`config.mk`:
```
export PLATFORM = sky130hd
export DESIGN_NAME = smr_top
export DESIGN_NICKNAME = d
export VERILOG_FILES = /design/src/hw/smr_pkg.sv /design/src/hw/smr_top.sv
export SDC_FILE = /design/constraint.sdc
export NUM_CORES = 1
export LEC_CHECK = 0
export BUFFER_PORTS_ARGS = -buffer_cell sky130_fd_sc_hd__buf_2
export CAP_MARGIN = 0
export CORE_ASPECT_RATIO = 2
export CORE_MARGIN = 8
export CORE_UTILIZATION = 55
export CTS_CLUSTER_DIAMETER = 80
export DETAILED_ROUTE_END_ITERATION = 12
export HOLD_SLACK_MARGIN = 0.08
export PLACE_DENSITY = 0.74
export SLEW_MARGIN = 30
export SYNTH_ARGS = -nofsm -noshare
export SYNTH_HDL_FRONTEND = slang
export SYNTH_SLANG_ARGS = --single-unit
```
`constraint.sdc`:
```
create_clock -name hclk -period 5.7 [get_ports hclk]
set_input_delay 0.285 -clock hclk [delete_from_list [all_inputs] [get_ports hclk]]
set_output_delay 0.285 -clock hclk [all_outputs]
set_load 0.03 [all_outputs]
```
`src/hw/smr_pkg.sv`:
```
// Constants, field layouts and types of the serial measurement reporter.
// Assumes a 20 MHz bus clock from which every bit rate is derived.
package smr_pkg;

	// ----------------------------------------
	// Clock and timing
	// ----------------------------------------
	localparam int CLK_HZ     = 20_000_000;
	localparam int ONE_SEC_MS = 1000;
	localparam int SEC_CYCLES = CLK_HZ / 1000 * ONE_SEC_MS;
	localparam int RTU_GAP_BITS = 35;           // 3.5 character times of 10 bits

	// ----------------------------------------
	// Bit rates
	// ----------------------------------------
	localparam int RATE_0 = 9600;
	localparam int RATE_1 = 19200;
	localparam int RATE_2 = 38400;
	localparam int RATE_3 = 56000;
	localparam int RATE_4 = 57600;
	localparam int RATE_5 = 115200;
	localparam logic [2:0] BAUD_MAX = 3'h5;

	// ----------------------------------------
	// Register byte offsets
	// ----------------------------------------
	localparam logic [7:0] OFS_CTRL   = 8'h00;
	localparam logic [7:0] OFS_BAUD   = 8'h04;
	localparam logic [7:0] OFS_PAR    = 8'h08;
	localparam logic [7:0] OFS_IVAL   = 8'h0C;
	localparam logic [7:0] OFS_SLAVE  = 8'h10;
	localparam logic [7:0] OFS_TXCHR  = 8'h14;
	localparam logic [7:0] OFS_STAT   = 8'h18;
	localparam logic [7:0] OFS_RXDAT  = 8'h1C;

	// ----------------------------------------
	// Field positions
	// ----------------------------------------
	localparam int CTRL_EN    = 0;
	localparam int CTRL_MB    = 1;
	localparam int CTRL_RTU   = 2;
	localparam int CTRL_LITTLE = 3;
	localparam int CTRL_FRST  = 4;
	localparam int IVAL_HH    = 16;
	localparam int IVAL_MM    = 8;
	localparam int IVAL_SS    = 0;
	localparam int TX_SEMI    = 8;
	localparam int TX_EOR     = 9;

	// ----------------------------------------
	// Character format and special characters
	// ----------------------------------------
	localparam logic [3:0] DATA_BITS = 4'h8;
	localparam logic [1:0] STOP_BITS = 2'h1;
	localparam logic [7:0] CHR_SEMI  = 8'h3B;
	localparam logic [7:0] CHR_CR    = 8'h0D;
	localparam logic [7:0] CHR_LF    = 8'h0A;
	localparam logic [7:0] CHR_COLON = 8'h3A;
	localparam logic [4:0] HH_MAX    = 5'h17;
	localparam logic [5:0] MS_MAX    = 6'h3B;
	localparam logic [7:0] SLAVE_MAX = 8'hF7;

	typedef enum logic [1:0] {PAR_NONE = 2'h0, PAR_ODD = 2'h1, PAR_EVEN = 2'h2} smr_par_e;
	typedef enum logic [2:0] {
		S_IDLE = 3'h0, S_START = 3'h1, S_DATA = 3'h2, S_PAR = 3'h3, S_STOP = 3'h4
	} smr_bit_e;

	typedef struct packed {
		logic       en;
		logic       mb;
		logic       rtu;
		logic       little;
		logic [2:0] baud;
		smr_par_e   par;
		logic [4:0] hh;
		logic [5:0] mm;
		logic [5:0] ss;
		logic [7:0] slave;
	} smr_cfg_s;

	localparam smr_cfg_s CFG_RST = '{
		en: 1'b0, mb: 1'b0, rtu: 1'b0, little: 1'b0, baud: 3'h0, par: PAR_NONE,
		hh: 5'h00, mm: 6'h00, ss: 6'h01, slave: 8'h01
	};

endpackage : smr_pkg

```
`src/hw/smr_top.sv`:
```
// Serial measurement reporter: AHB-Lite register slave, record pacing,
// 8N1/8E1/8O1 transmitter and a receiver with Modbus slave address filter.
// Assumes rxd is already synchronous to hclk and a single bus master.
`timescale 1ns/1ps
module smr_top
	import smr_pkg::*;
#(
	parameter int SEC_CNT = SEC_CYCLES
)(
	// Clock and reset
	input  wire logic        hclk,
	input  wire logic        hresetn,
	// AHB-Lite slave
	input  wire logic        hsel,
	input  wire logic [31:0] haddr,
	input  wire logic [1:0]  htrans,
	input  wire logic        hwrite,
	input  wire logic [2:0]  hsize,
	input  wire logic [31:0] hwdata,
	input  wire logic        hready,
	output logic             hreadyout,
	output logic             hresp,
	output logic [31:0]      hrdata,
	// Serial line
	output logic             txd,
	output logic             tx_drive,
	input  wire logic        rxd
);
	import smr_pkg::*;

	// ----------------------------------------
	// Helpers
	// ----------------------------------------
	function automatic logic [11:0] baud_div(input logic [2:0] sel);
		unique case (sel)
			3'h1:    baud_div = 12'((CLK_HZ + RATE_1 / 2) / RATE_1);
			3'h2:    baud_div = 12'((CLK_HZ + RATE_2 / 2) / RATE_2);
			3'h3:    baud_div = 12'((CLK_HZ + RATE_3 / 2) / RATE_3);
			3'h4:    baud_div = 12'((CLK_HZ + RATE_4 / 2) / RATE_4);
			3'h5:    baud_div = 12'((CLK_HZ + RATE_5 / 2) / RATE_5);
			default: baud_div = 12'((CLK_HZ + RATE_0 / 2) / RATE_0);
		endcase
	endfunction : baud_div

	// Parity bit to send or expect; odd makes the one count odd
	function automatic logic par_bit(input logic [7:0] d, input smr_par_e p);
		par_bit = (^d) ^ (p == PAR_ODD);
	endfunction : par_bit

	smr_cfg_s    cfg_r;
	logic [11:0] div;
	logic        ap_wr_r;
	logic [7:0]  ap_adr_r;
	logic        ap;
	logic        wr;
	logic        en_d_r;
	logic        due_r;
	logic [24:0] sec_r;
	logic [16:0] el_r;
	logic [16:0] ival;
	logic [15:0] pend_r;
	logic [1:0]  pcnt_r;
	logic        tx_take;
	smr_bit_e    tx_st_r;
	logic [11:0] tx_c_r;
	logic [3:0]  tx_n_r;
	logic [7:0]  tx_sh_r;
	logic [7:0]  tx_chr_r;
	logic        tx_tick;
	smr_bit_e    rx_st_r;
	logic [11:0] rx_c_r;
	logic [3:0]  rx_n_r;
	logic [7:0]  rx_sh_r;
	logic        rx_tick;
	logic        rx_done;
	logic        rx_perr;
	logic [15:0] rx_dat_r;
	logic        rx_val_r;
	logic        perr_r;
	logic [6:0]  gap_r;
	logic        own_r;
	logic [1:0]  hex_n_r;
	logic [3:0]  hex_hi_r;
	logic [3:0]  nib;
	logic [7:0]  rx_addr;
	logic        rx_keep;

	assign div       = baud_div(cfg_r.baud);
	assign hreadyout = 1'b1;                 // Zero wait states, always OKAY
	assign hresp     = 1'b0;

	// ----------------------------------------
	// AHB-Lite address and data phases
	// ----------------------------------------
	assign ap = hsel & htrans[1] & hready;
	assign wr = ap_wr_r;

	// Latch the address phase; writes complete in the following data phase
	always_ff @(posedge hclk or negedge hresetn)
	begin
		if (!hresetn)
		begin
			ap_wr_r  <= 1'b0;
			ap_adr_r <= 8'h00;
		end
		else
		begin
			ap_wr_r  <= ap & hwrite;
			ap_adr_r <= ap ? haddr[7:0] : ap_adr_r;
		end
	end

	// Read data is loaded at the address phase so it stands through the data phase
	always_ff @(posedge hclk or negedge hresetn)
	begin
		if (!hresetn)
			hrdata <= 32'h0000_0000;
		else if (ap & !hwrite)
		begin
			unique case (haddr[7:0])
				OFS_CTRL:  hrdata <= {28'h0, cfg_r.little, cfg_r.rtu, cfg_r.mb, cfg_r.en};
				OFS_BAUD:  hrdata <= {29'h0, cfg_r.baud};
				OFS_PAR:   hrdata <= {30'h0, cfg_r.par};
				OFS_IVAL:  hrdata <= {11'h0, cfg_r.hh, 2'h0, cfg_r.mm, 2'h0, cfg_r.ss};
				OFS_SLAVE: hrdata <= {24'h0, cfg_r.slave};
				OFS_STAT:  hrdata <= {26'h0, own_r, perr_r, rx_val_r, due_r,
					tx_st_r != S_IDLE, pcnt_r != 2'h0};
				OFS_RXDAT: hrdata <= {16'h0, cfg_r.little ? {rx_dat_r[7:0], rx_dat_r[15:8]}
					: rx_dat_r};
				default:   hrdata <= 32'h0000_0000;
			endcase
		end
	end

	// ----------------------------------------
	// Configuration registers
	// ----------------------------------------
	// Out-of-range values are ignored so the setting always stays legal
	always_ff @(posedge hclk or negedge hresetn)
	begin
		if (!hresetn)
			cfg_r <= CFG_RST;
		else if (wr)
		begin
			unique case (ap_adr_r)
				OFS_CTRL:
					if (hwdata[CTRL_FRST])
						cfg_r <= CFG_RST;
					else
					begin
						cfg_r.en     <= hwdata[CTRL_EN];
						cfg_r.mb     <= hwdata[CTRL_MB];
						cfg_r.rtu    <= hwdata[CTRL_RTU];
						cfg_r.little <= hwdata[CTRL_LITTLE];
					end
				OFS_BAUD:
					if (hwdata[2:0] <= BAUD_MAX)
						cfg_r.baud <= hwdata[2:0];
				OFS_PAR:
					if (hwdata[1:0] != 2'h3)
						cfg_r.par <= smr_par_e'(hwdata[1:0]);
				OFS_IVAL:
					if (hwdata[IVAL_HH+:5] <= HH_MAX && hwdata[IVAL_MM+:6] <= MS_MAX
						&& hwdata[IVAL_SS+:6] <= MS_MAX)
					begin
						cfg_r.hh <= hwdata[IVAL_HH+:5];
						cfg_r.mm <= hwdata[IVAL_MM+:6];
						cfg_r.ss <= hwdata[IVAL_SS+:6];
					end
				OFS_SLAVE:
					if (hwdata[7:0] != 8'h00 && hwdata[7:0] <= SLAVE_MAX)
						cfg_r.slave <= hwdata[7:0];
				default: ;
			endcase
		end
	end

	// ----------------------------------------
	// Record pacing
	// ----------------------------------------
	// A zero interval would stall; it is treated as one second
	assign ival = (17'(cfg_r.hh) * 17'h0E10 + 17'(cfg_r.mm) * 17'h003C + 17'(cfg_r.ss)) == 17'h0
		? 17'h00001 : 17'(cfg_r.hh) * 17'h0E10 + 17'(cfg_r.mm) * 17'h003C + 17'(cfg_r.ss);

	// Seconds counter runs only while records are enabled
	always_ff @(posedge hclk or negedge hresetn)
	begin
		if (!hresetn)
		begin
			en_d_r <= 1'b0;
			sec_r  <= 25'h0;
			el_r   <= 17'h0;
		end
		else
		begin
			en_d_r <= cfg_r.en;
			if (!cfg_r.en || cfg_r.mb || (cfg_r.en && !en_d_r))
			begin
				sec_r <= 25'h0;
				el_r  <= 17'h0;
			end
			else if (sec_r == 25'(SEC_CNT - 1))
			begin
				sec_r <= 25'h0;
				el_r  <= (el_r + 17'h1 >= ival) ? 17'h0 : el_r + 17'h1;
			end
			else
				sec_r <= sec_r + 25'h1;
		end
	end

	// Record due: set on enable edge and each interval, set beats the EOR clear
	always_ff @(posedge hclk or negedge hresetn)
	begin
		if (!hresetn)
			due_r <= 1'b0;
		else if (!cfg_r.en || cfg_r.mb)
			due_r <= 1'b0;
		else if ((cfg_r.en && !en_d_r) ||
			(sec_r == 25'(SEC_CNT - 1) && el_r + 17'h1 >= ival))
			due_r <= 1'b1;
		else if (wr && ap_adr_r == OFS_TXCHR && hwdata[TX_EOR])
			due_r <= 1'b0;
	end

	// ----------------------------------------
	// Character queue
	// ----------------------------------------
	// Software supplies each field's digits; the block adds separators
	// and the line end. A write while bytes are pending is dropped.
	assign tx_take = (tx_st_r == S_IDLE) && (pcnt_r != 2'h0);

	always_ff @(posedge hclk or negedge hresetn)
	begin
		if (!hresetn)
		begin
			pend_r <= 16'h0000;
			pcnt_r <= 2'h0;
		end
		else if (wr && ap_adr_r == OFS_TXCHR && pcnt_r == 2'h0)
		begin
			if (hwdata[TX_EOR])
			begin
				pend_r <= {CHR_CR, CHR_LF};
				pcnt_r <= 2'h2;
			end
			else if (hwdata[TX_SEMI])
			begin
				pend_r <= {hwdata[7:0], CHR_SEMI};
				pcnt_r <= 2'h2;
			end
			else
			begin
				pend_r <= {hwdata[7:0], 8'h00};
				pcnt_r <= 2'h1;
			end
		end
		else if (tx_take)
		begin
			pend_r <= {pend_r[7:0], 8'h00};
			pcnt_r <= pcnt_r - 2'h1;
		end
	end

	// ----------------------------------------
	// Transmitter
	// ----------------------------------------
	assign tx_tick = (tx_c_r == div - 12'h1);

	// One bit time per state step; the divider restarts with every frame
	always_ff @(posedge hclk or negedge hresetn)
	begin
		if (!hresetn)
		begin
			tx_st_r <= S_IDLE;
			tx_c_r  <= 12'h0;
			tx_n_r  <= 4'h0;
			tx_sh_r <= 8'h00;
			txd     <= 1'b1;
		end
		else
		begin
			tx_c_r <= (tx_st_r == S_IDLE || tx_tick) ? 12'h0 : tx_c_r + 12'h1;
			unique case (tx_st_r)
				S_IDLE:
					if (tx_take)
					begin
						tx_sh_r <= pend_r[15:8];
						tx_st_r <= S_START;
						txd     <= 1'b0;
					end
				S_START:
					if (tx_tick)
					begin
						tx_st_r <= S_DATA;
						tx_n_r  <= 4'h0;
						txd     <= tx_sh_r[0];
					end
				S_DATA:
					if (tx_tick)
					begin
						tx_sh_r <= {1'b0, tx_sh_r[7:1]};
						tx_n_r  <= tx_n_r + 4'h1;
						if (tx_n_r == DATA_BITS - 4'h1)
						begin
							tx_st_r <= (cfg_r.par == PAR_NONE) ? S_STOP : S_PAR;
							txd     <= (cfg_r.par == PAR_NONE) ? 1'b1
								: par_bit(tx_chr_r, cfg_r.par);
						end
						else
							txd <= tx_sh_r[1];
					end
				S_PAR:
					if (tx_tick)
					begin
						tx_st_r <= S_STOP;
						txd     <= 1'b1;
					end
				S_STOP:
					if (tx_tick)
						tx_st_r <= S_IDLE;
				default:
					tx_st_r <= S_IDLE;
			endcase
		end
	end

	// Copy of the character in flight; the shifter is empty by the parity bit
	always_ff @(posedge hclk or negedge hresetn)
	begin
		if (!hresetn)
			tx_chr_r <= 8'h00;
		else if (tx_take)
			tx_chr_r <= pend_r[15:8];
	end

	// RS485 driver stays on for the whole character including stop bit
	assign tx_drive = (tx_st_r != S_IDLE);

	// ----------------------------------------
	// Receiver
	// ----------------------------------------
	assign rx_tick = (rx_c_r == ((rx_st_r == S_START) ? {1'b0, div[11:1]} : div - 12'h1));
	assign rx_done = (rx_st_r == S_STOP) && rx_tick && rxd;

	// Start is confirmed at mid-bit; all later samples fall mid-bit too
	always_ff @(posedge hclk or negedge hresetn)
	begin
		if (!hresetn)
		begin
			rx_st_r <= S_IDLE;
			rx_c_r  <= 12'h0;
			rx_n_r  <= 4'h0;
			rx_sh_r <= 8'h00;
			rx_perr <= 1'b0;
		end
		else
		begin
			// Idle line keeps counting bit times so the RTU gap can be measured
			rx_c_r <= (rx_tick || (rx_st_r == S_IDLE && !rxd)) ? 12'h0 : rx_c_r + 12'h1;
			unique case (rx_st_r)
				S_IDLE:
					if (!rxd)
						rx_st_r <= S_START;
				S_START:
					if (rx_tick)
					begin
						rx_st_r <= rxd ? S_IDLE : S_DATA;
						rx_n_r  <= 4'h0;
						rx_perr <= 1'b0; // No stale error into a no-parity frame
					end
				S_DATA:
					if (rx_tick)
					begin
						rx_sh_r <= {rxd, rx_sh_r[7:1]};
						rx_n_r  <= rx_n_r + 4'h1;
						if (rx_n_r == DATA_BITS - 4'h1)
							rx_st_r <= (cfg_r.par == PAR_NONE) ? S_STOP : S_PAR;
					end
				S_PAR:
					if (rx_tick)
					begin
						rx_perr <= (rxd != par_bit(rx_sh_r, cfg_r.par));
						rx_st_r <= S_STOP;
					end
				S_STOP:
					if (rx_tick)
					begin
						rx_st_r <= S_IDLE;
						if (!rx_done)
							rx_perr <= 1'b0;
					end
				default:
					rx_st_r <= S_IDLE;
			endcase
		end
	end

	// ----------------------------------------
	// Modbus framing and address filter
	// ----------------------------------------
	assign nib     = (rx_sh_r >= 8'h41) ? 4'(rx_sh_r - 8'h37) : rx_sh_r[3:0];
	assign rx_addr = cfg_r.rtu ? rx_sh_r : {hex_hi_r, nib};

	// RTU frames open after a silent gap, ASCII frames with a colon
	always_ff @(posedge hclk or negedge hresetn)
	begin
		if (!hresetn)
		begin
			gap_r    <= 7'h0;
			own_r    <= 1'b0;
			hex_n_r  <= 2'h0;
			hex_hi_r <= 4'h0;
		end
		else
		begin
			// Cleared only when a byte ends, so the first byte still sees its gap
			if (rx_done)
				gap_r <= 7'h0;
			else if (rx_st_r == S_IDLE && rx_tick)
				gap_r <= (gap_r == 7'(RTU_GAP_BITS)) ? gap_r : gap_r + 7'h1;
			if (rx_done && cfg_r.mb)
			begin
				if (cfg_r.rtu && gap_r == 7'(RTU_GAP_BITS))
					own_r <= (rx_addr == cfg_r.slave);
				else if (!cfg_r.rtu && rx_sh_r == CHR_COLON)
				begin
					hex_n_r <= 2'h1;
					own_r   <= 1'b0;
				end
				else if (!cfg_r.rtu && hex_n_r == 2'h1)
				begin
					hex_hi_r <= nib;
					hex_n_r  <= 2'h2;
				end
				else if (!cfg_r.rtu && hex_n_r == 2'h2)
				begin
					own_r   <= (rx_addr == cfg_r.slave);
					hex_n_r <= 2'h0;
				end
			end
		end
	end

	// Bytes of foreign frames never reach software, save an ASCII colon that follows an own frame
	assign rx_keep = rx_done && (!cfg_r.mb || (cfg_r.rtu ? (gap_r == 7'(RTU_GAP_BITS)
		? rx_sh_r == cfg_r.slave : own_r) : (own_r || hex_n_r == 2'h2
		&& rx_addr == cfg_r.slave)));

	// Received data, sticky parity error; a new byte wins over the read clear
	always_ff @(posedge hclk or negedge hresetn)
	begin
		if (!hresetn)
		begin
			rx_dat_r <= 16'h0000;
			rx_val_r <= 1'b0;
			perr_r   <= 1'b0;
		end
		else
		begin
			if (rx_keep)
			begin
				rx_dat_r <= {rx_dat_r[7:0], rx_sh_r};
				rx_val_r <= 1'b1;
			end
			else if (ap && !hwrite && haddr[7:0] == OFS_RXDAT)
				rx_val_r <= 1'b0;
			if (rx_done && rx_perr)
				perr_r <= 1'b1;
			else if (wr && ap_adr_r == OFS_STAT && hwdata[3])
				perr_r <= 1'b0;
		end
	end

	// ----------------------------------------
	// Checks
	// ----------------------------------------
	stop_high_a: assert property (@(posedge hclk) disable iff (!hresetn)
		tx_st_r == S_STOP |-> txd) else $error("stop bit not high");
	start_low_a: assert property (@(posedge hclk) disable iff (!hresetn)
		$rose(tx_drive) |-> !txd ##1 !txd) else $error("start bit not low");
	no_rec_a: assert property (@(posedge hclk) disable iff (!hresetn)
		!cfg_r.en |=> !due_r) else $error("record due while disabled");
	en_rise_a: assert property (@(posedge hclk) disable iff (!hresetn)
		cfg_r.en && !en_d_r && !cfg_r.mb |=> due_r) else $error("no record after enable");
	baud_rng_a: assert property (@(posedge hclk) disable iff (!hresetn)
		cfg_r.baud <= BAUD_MAX && div >= 12'h0AE) else $error("bad bit rate");
	par_flag_a: assert property (@(posedge hclk) disable iff (!hresetn)
		rx_done && rx_perr |=> perr_r) else $error("parity error lost");
	data_cnt_a: assert property (@(posedge hclk) disable iff (!hresetn)
		tx_st_r == S_DATA |-> tx_n_r < DATA_BITS) else $error("data count over");
	ival_rng_a: assert property (@(posedge hclk) disable iff (!hresetn)
		cfg_r.hh <= HH_MAX && cfg_r.mm <= MS_MAX && cfg_r.ss <= MS_MAX)
		else $error("interval out of range");
	fact_rst_a: assert property (@(posedge hclk) disable iff (!hresetn)
		wr && ap_adr_r == OFS_CTRL && hwdata[CTRL_FRST] |=> cfg_r == CFG_RST)
		else $error("factory reset missed");
	line_end_a: assert property (@(posedge hclk) disable iff (!hresetn)
		wr && ap_adr_r == OFS_TXCHR && hwdata[TX_EOR] && pcnt_r == 2'h0
		|=> pend_r == {CHR_CR, CHR_LF}) else $error("line end not queued");
	slave_rng_a: assert property (@(posedge hclk) disable iff (!hresetn)
		cfg_r.slave != 8'h00 && cfg_r.slave <= SLAVE_MAX) else $error("slave address bad");

endmodule : smr_top

```
### Word-level counts from Yosys, hierarchy flattened

Index checks and enable logic that the tools add are counted.

* muxes and demuxes: 88
* multiply operators: 2
* reductions and logical operators: 84
* $add $sub $neg: 12
* bitwise gates (word level): 8
* equality and inequality tests: 59
* order comparisons: 7

Operators by type and width (count)
* 21-bit one-hot mux with 7 select lines: 1
* 17-bit 2-to-1 mux: 5
* 16-bit 2-to-1 mux: 4
* 12-bit one-hot mux with 5 select lines: 1
* 25-bit 2-to-1 mux: 2
* 8-bit by 5-bit equality test with 1-bit output, second input constant: 6
* 3-bit 2-to-1 mux: 14
* 2-bit inequality test, second input constant: 20
* 12-bit 2-to-1 mux: 3
* 17-bit one-hot mux with 2 select lines: 1
* 8-bit by 4-bit equality test with 1-bit output, second input constant: 4
* 8-bit 2-to-1 mux: 4
* 8-bit one-hot mux with 2 select lines: 2
* 30-bit 2-to-1 mux: 1
* 3-bit one-hot mux with 5 select lines: 2
* 2-bit nonzero test: 13
* 25-bit by 1-bit adder with 25-bit output, second input constant: 1
* 25-bit equality test, second input constant: 1
* 1-bit logical AND: 25
* 12-bit by 1-bit adder with 12-bit output, second input constant: 2
* 12-bit equality test: 2
* 4-bit 2-to-1 mux: 6
* 1-bit 2-to-1 mux: 23
* 7-bit 2-to-1 mux: 3
* 53 further kinds: 114

* word-level logic and storage cells: 297
* bits in registers: 233

### Logic depth before layout (Yosys ltp)

* depth in word-level cells: 10
* mapped depth: 29
* depth with buffers taken out: 28

### Least setup slack after synthesis

No wires, ideal clock.

* path kind: reg-to-reg
* start: reg cfg_r[17] (netlist name)
* end: reg el_r[10]
* clock period less this slack: 6189 ps
* stages on the path, launching flop included: 30
* arrival: 6123 ps
* slack: -489 ps
* data required time: 5634 ps
* path buffers: 1
* cell sequence: dfrtp_1 inv_1 fa_1 fa_1 inv_1 ha_1 a21o_1 a21oi_1 o21bai_1 a21oi_1 xnor2_1 ha_1 ha_1 o21a_1 o21ai_0 a211oi_1 o311ai_0 xor2_1 and3_1 a41o_1 ha_1 nand2b_1 a21o_1 a21o_1 a211oi_1 o21ai_0 nand2_1 clkbuf_1 nand3_1 nand2_1

* cells in the longest elaborated chain, start to end: 9

Ends and longest elaborated chain
* from (decl): line smr_top.sv:50 `smr_cfg_s cfg_r;`
* 6-bit by 4-bit multiplier with 10-bit output *: line smr_top.sv:182, smr_top.sv:183
* 17-bit by 12-bit adder with 17-bit output *: line smr_top.sv:182, smr_top.sv:183
* 17-bit by 6-bit adder with 17-bit output *: line smr_top.sv:182, smr_top.sv:183
* 17-bit zero test: line smr_top.sv:182 `assign ival = (17'(cfg_r.hh) * 17'h0E10 + 17'(cfg_r.mm) * 17'h003C + 17'(cfg_r.ss)) == 17'h0`
* 17-bit 2-to-1 mux *: line smr_top.sv:183 `? 17'h00001 : 17'(cfg_r.hh) * 17'h0E10 + 17'(cfg_r.mm) * 17'h003C + 17'(cfg_r.ss);`
* 17-bit greater-or-equal comparator *: line smr_top.sv:205 `el_r <= (el_r + 17'h1 >= ival) ? 17'h0 : el_r + 17'h1;`
* 17-bit 2-to-1 mux *: line smr_top.sv:205
* 17-bit 2-to-1 mux *: line smr_top.sv:202 `else if (sec_r == 25'(SEC_CNT - 1))`
* 17-bit 2-to-1 mux *: line smr_top.sv:197 `if (!cfg_r.en || cfg_r.mb || (cfg_r.en && !en_d_r))`
* to (signal assigned): line smr_top.sv:205
* to (decl): line smr_top.sv:59 `logic [16:0] el_r;`

Mark *: on every way between the ends. The rest lies on a longest branch, timed or not. The select of a mux whose other input is x is not followed.
A chain may end at the register's enable or synchronous reset.

### Final worst setup path

* start: reg cfg_r[16] (netlist name)
* end: reg el_r[7]

The elaborated chain is that of the path after synthesis.

==> impl_metrics.ini <==
[drt]
drtPass1Iterations = 5
routed-via-count = 11790
postRouteWirelength_um = 35100
routed_wire_length_per_instance_um = 17.8
detail_route.drc_violations = 0
drt-initial-drc-count = 815
detail_route.vias_per_cell = 5.98
ant_nets = 0

[die]
fp-row-count = 83
initial_core_util = 0.554
dieHeight_um = 242
io_pins = 111
core_area_um2 = 25400
chipWidth_um = 129
die_area_um2 = 31300

[sta]
timing.final.crit_period_ns = 5.96
setup_slack_ns = -0.262
report.final.setup_viol = 18
worst_setup_skew_after_layout_ns = 0.0115
finalMaxSlewViolations = 0
fmax_ghz = 0.168
setup_total_negative_slack_ns = -4.26
hold_ws_ns = 0.105
worst_slew_pin_slew_ns = 0.928
slew-limit-headroom = 0.379
fin_crit_share = 1.05
unrepaired_setup_endpoints_after_global_routing = yes
finalHoldViolations = 0

[status]
status = complete, but fails checks
failed_checks = setup timing

[layout]
areaGrowthSynthToFinish_pct = 13.1
drive_above_1_share = 0.139
seq_area_um2 = 5410
fin_nets = 1793
multi_input_comb_area_um2 = 8200
antennaDiodeCount = 0
fillerInstances = 2054
layout_commonest_cell = dfrtp_1
leading_cell_types_in_the_layout_fill_and_taps_excluded = 212 x dfrtp_1, 163 x nand2_1, 132 x nor2_1

[logic_synthesis]
synth-async-reset-ratio = 1.00
netlist_area_um2 = 14100
yosysWarnings = 0
synth-edff-count = 0
portion_of_synthesized_cell_area_occupied_by_the_leading_cell_type = 0.378
synth_largest_area_cell = dfrtp_1
netlist_instances = 1551
yosysUniqueCellTypes = 85
synth-seq-area-share = 0.384
synth.area.top_cells = dfrtp_1 38%, ha_1 7.5%, nand2_1 4.4%
post_synth.cell_area_avg_um2 = 9.09
synth-main-ff-cell = dfrtp_1
synth_register_bits = 216

[flow_run]
cap_viol_max_count = 0

[pwr]
leakage_nw = 7.52
fraction_of_power_consumed_by_sequential_logic = 0.463
power.clock.fraction = 0.368
power_per_cell_area_nw_per_um2 = 245
netSwitchingFraction = 0.293
design_internal_power_w = 0.00276
power.combinational.fraction = 0.170
worst_ir_drop_vdd_mv = 0.266
power.switching_w = 0.00114

[clock_network]
tritoncts_num_sinks = 216
cts.htree.levels = 1
clockRootBuffer = clkbuf_16
cts.reportedPaths.clkPinSlew_ns = 0.07
clk_path_buf_depth = 3
cts_tree = built
worst_skew_pair.late_latency_ns = 0.52
cts_inserted_buffers = 21

[placed_design]
placement.io_buffers = 56
final_hpwl_from_detailed_placement_um = 25100
gpl.final_weighted_congestion = 0.880

[setup_path]
critical_path.max_fanout = 5
cp.arrival_ns = 6.42
worstSetupStartpointType = register
timing.critical_path.to_type = register
crit_path_top_delay_cell = fa_2
timing_worst_setup_path_type = register to register
critPathRequiredTime_ns = 6.16
slowest_delay_ns = 0.60

[worst_hold_path]
hold_path.class = input pin to register

[global_routing]
grt-ovfl-total = 0
grt_pass1_wl_um = 59100
grt_max_degree = 110
first_global_vias = 11839
track_usage = 0.228
antenna_found_initial = 1
-- flip-flops by register name, indices dropped and copies added (netlist names), 2 cells and up --
signal and count:
rx_sh_r 8, rx_c_r 12, sec_r 25, tx_n_r 4, hex_n_r 2, rx_st_r 3
pend_r 10, tx_c_r 12, tx_sh_r 8, pcnt_r 2, el_r 17, hrdata 21
tx_st_r 3, hex_hi_r 4, rx_dat_r 16, gap_r 7, cfg_r 34, rx_n_r 4
ap_adr_r 8, tx_chr_r 8
-- per-stage QoR --
| step | total power, W | area (um^2) | instances | util | worst slack (ns) |
|---|---|---|---|---|---|
| floorplan | 0.00225 | 14200 | 1562 | - | 0.00617 |
| global placement | 0.00241 | 14800 | 1911 | 0.583 | -0.172 |
| detailed placement | 0.00244 | 14800 | 1911 | 0.584 | -0.411 |
| CTS | 0.00391 | 15900 | 1970 | 0.624 | -0.322 |
| global route | 0.00408 | 15900 | 1970 | 0.627 | -0.543 |
| finish | 0.00390 | 15900 | 1970 | 0.627 | -0.262 |
-- Yosys cell counts (7+ instances only) --
| library cell | instances |
|---|---|
| inv_1 | 96 |
| a21oi_1 | 75 |
| ha_1 | 85 |
| xor2_1 | 45 |
| a211oi_1 | 9 |
| nand3_1 | 68 |
| a31oi_1 | 14 |
| o21ai_0 | 82 |
| nor4_1 | 16 |
| a221o_1 | 7 |
| and3_1 | 28 |
| nand2_1 | 165 |
| a22o_1 | 27 |
| a21o_1 | 14 |
| clkbuf_1 | 61 |
| nor3_1 | 19 |
| dfrtp_1 | 213 |
| nor2_1 | 133 |
| nor2b_1 | 16 |
| o31ai_1 | 10 |
| buf_4 | 14 |
| fa_1 | 15 |
| mux2i_1 | 36 |
| and2_1 | 8 |
| nand2b_1 | 15 |
| nor4b_1 | 7 |
| mux2_2 | 26 |
| xnor2_1 | 68 |
| mux2_1 | 9 |
| nand4_1 | 17 |
| or3_1 | 10 |
| buf_2 | 10 |
-- area by class of cell --
cell class / instances / area share
repair buffers: 123 / 0.0537
multi-input cells: 1160 / 0.514
clock buffers: 30 / 0.0382
well taps: 340 / 0.0267
flip-flops and latches: 216 / 0.339
inverters: 96 / 0.0226
clock inverters: 5 / 0.00510
-- critical path: cells and delay by family (launching register included) --
kind | cells | cell delay [ns]
xor gates and xnor gates | 2 | 0.35
AOI/OAI and AO/OA | 14 | 2.13
buffers and inverters | 1 | 0.15
and+or+nand+nor | 5 | 0.62
adders and majority gates | 6 | 2.20
DFF | 1 | 0.44
-- final timing paths --
check / from / endpoint / slack [ns] / cells after the start
setup reg to reg: cfg_r[16]$_DFFE_PN0P_ / el_r[7]$_DFFE_PN0P_ / -0.26 / 28
min in group asynchronous: hresetn / tx_c_r[3]$_DFF_PN0_ / 0.42 / 2
hold / removal: hwdata[8] / cfg_r[14]$_DFFE_PN0P_ / 0.11 / 2
setup / recovery: cfg_r[16]$_DFFE_PN0P_ / el_r[7]$_DFFE_PN0P_ / -0.26 / 28
max in group asynchronous: hresetn / rx_dat_r[3]$_DFFE_PN0P_ / 3.99 / 3
hold reg to reg: cfg_r[33]$_DFFE_PN0P_ / en_d_r$_DFF_PN0_ / 0.44 / 0
-- layer usage --
metal / wire [um] / vias up / part of all wire / track usage
li1: - / 5567 / - / -
met1: 14900 / 5800 / 0.42 / 0.291
met2: 17400 / 348 / 0.50 / 0.383
met3: 1880 / 75 / 0.054 / 0.0322
met4: 986 / 0 / 0.028 / 0.0807
met5: 0 / - / 0 / 0
-- power by group through the flow --
stage                     combinational, W  clock [W]  sequential, W
after CTS                         0.000656    0.00146        0.00180
after detailed placement          0.000614          0        0.00183
after floorplan                   0.000523          0        0.00172
after global routing              0.000744    0.00152        0.00182
after global placement            0.000589          0        0.00182
final                             0.000662    0.00143        0.00180
-- kinds of logic after synthesis --
logic type / synth area share
and+or+nand+nor: 0.191
AOI/OAI and AO/OA: 0.149
DFF: 0.384
buffers and inverters: 0.0547
xor gates and xnor gates: 0.0702
adders and majority gates: 0.0975
muxes: 0.0535
other: 0.000533
-- what timing repair did --
item                                    CTS  global route
buffers inserted                          4             0
gates resized for setup                  28            12
gates cloned                              1             0
endpoints found under the hold margin   126             0
endpoints found under the setup margin   18            18
hold buffers                             19             0
pin swaps                                38            23
Note: power is estimated with default switching activity, not from simulation.
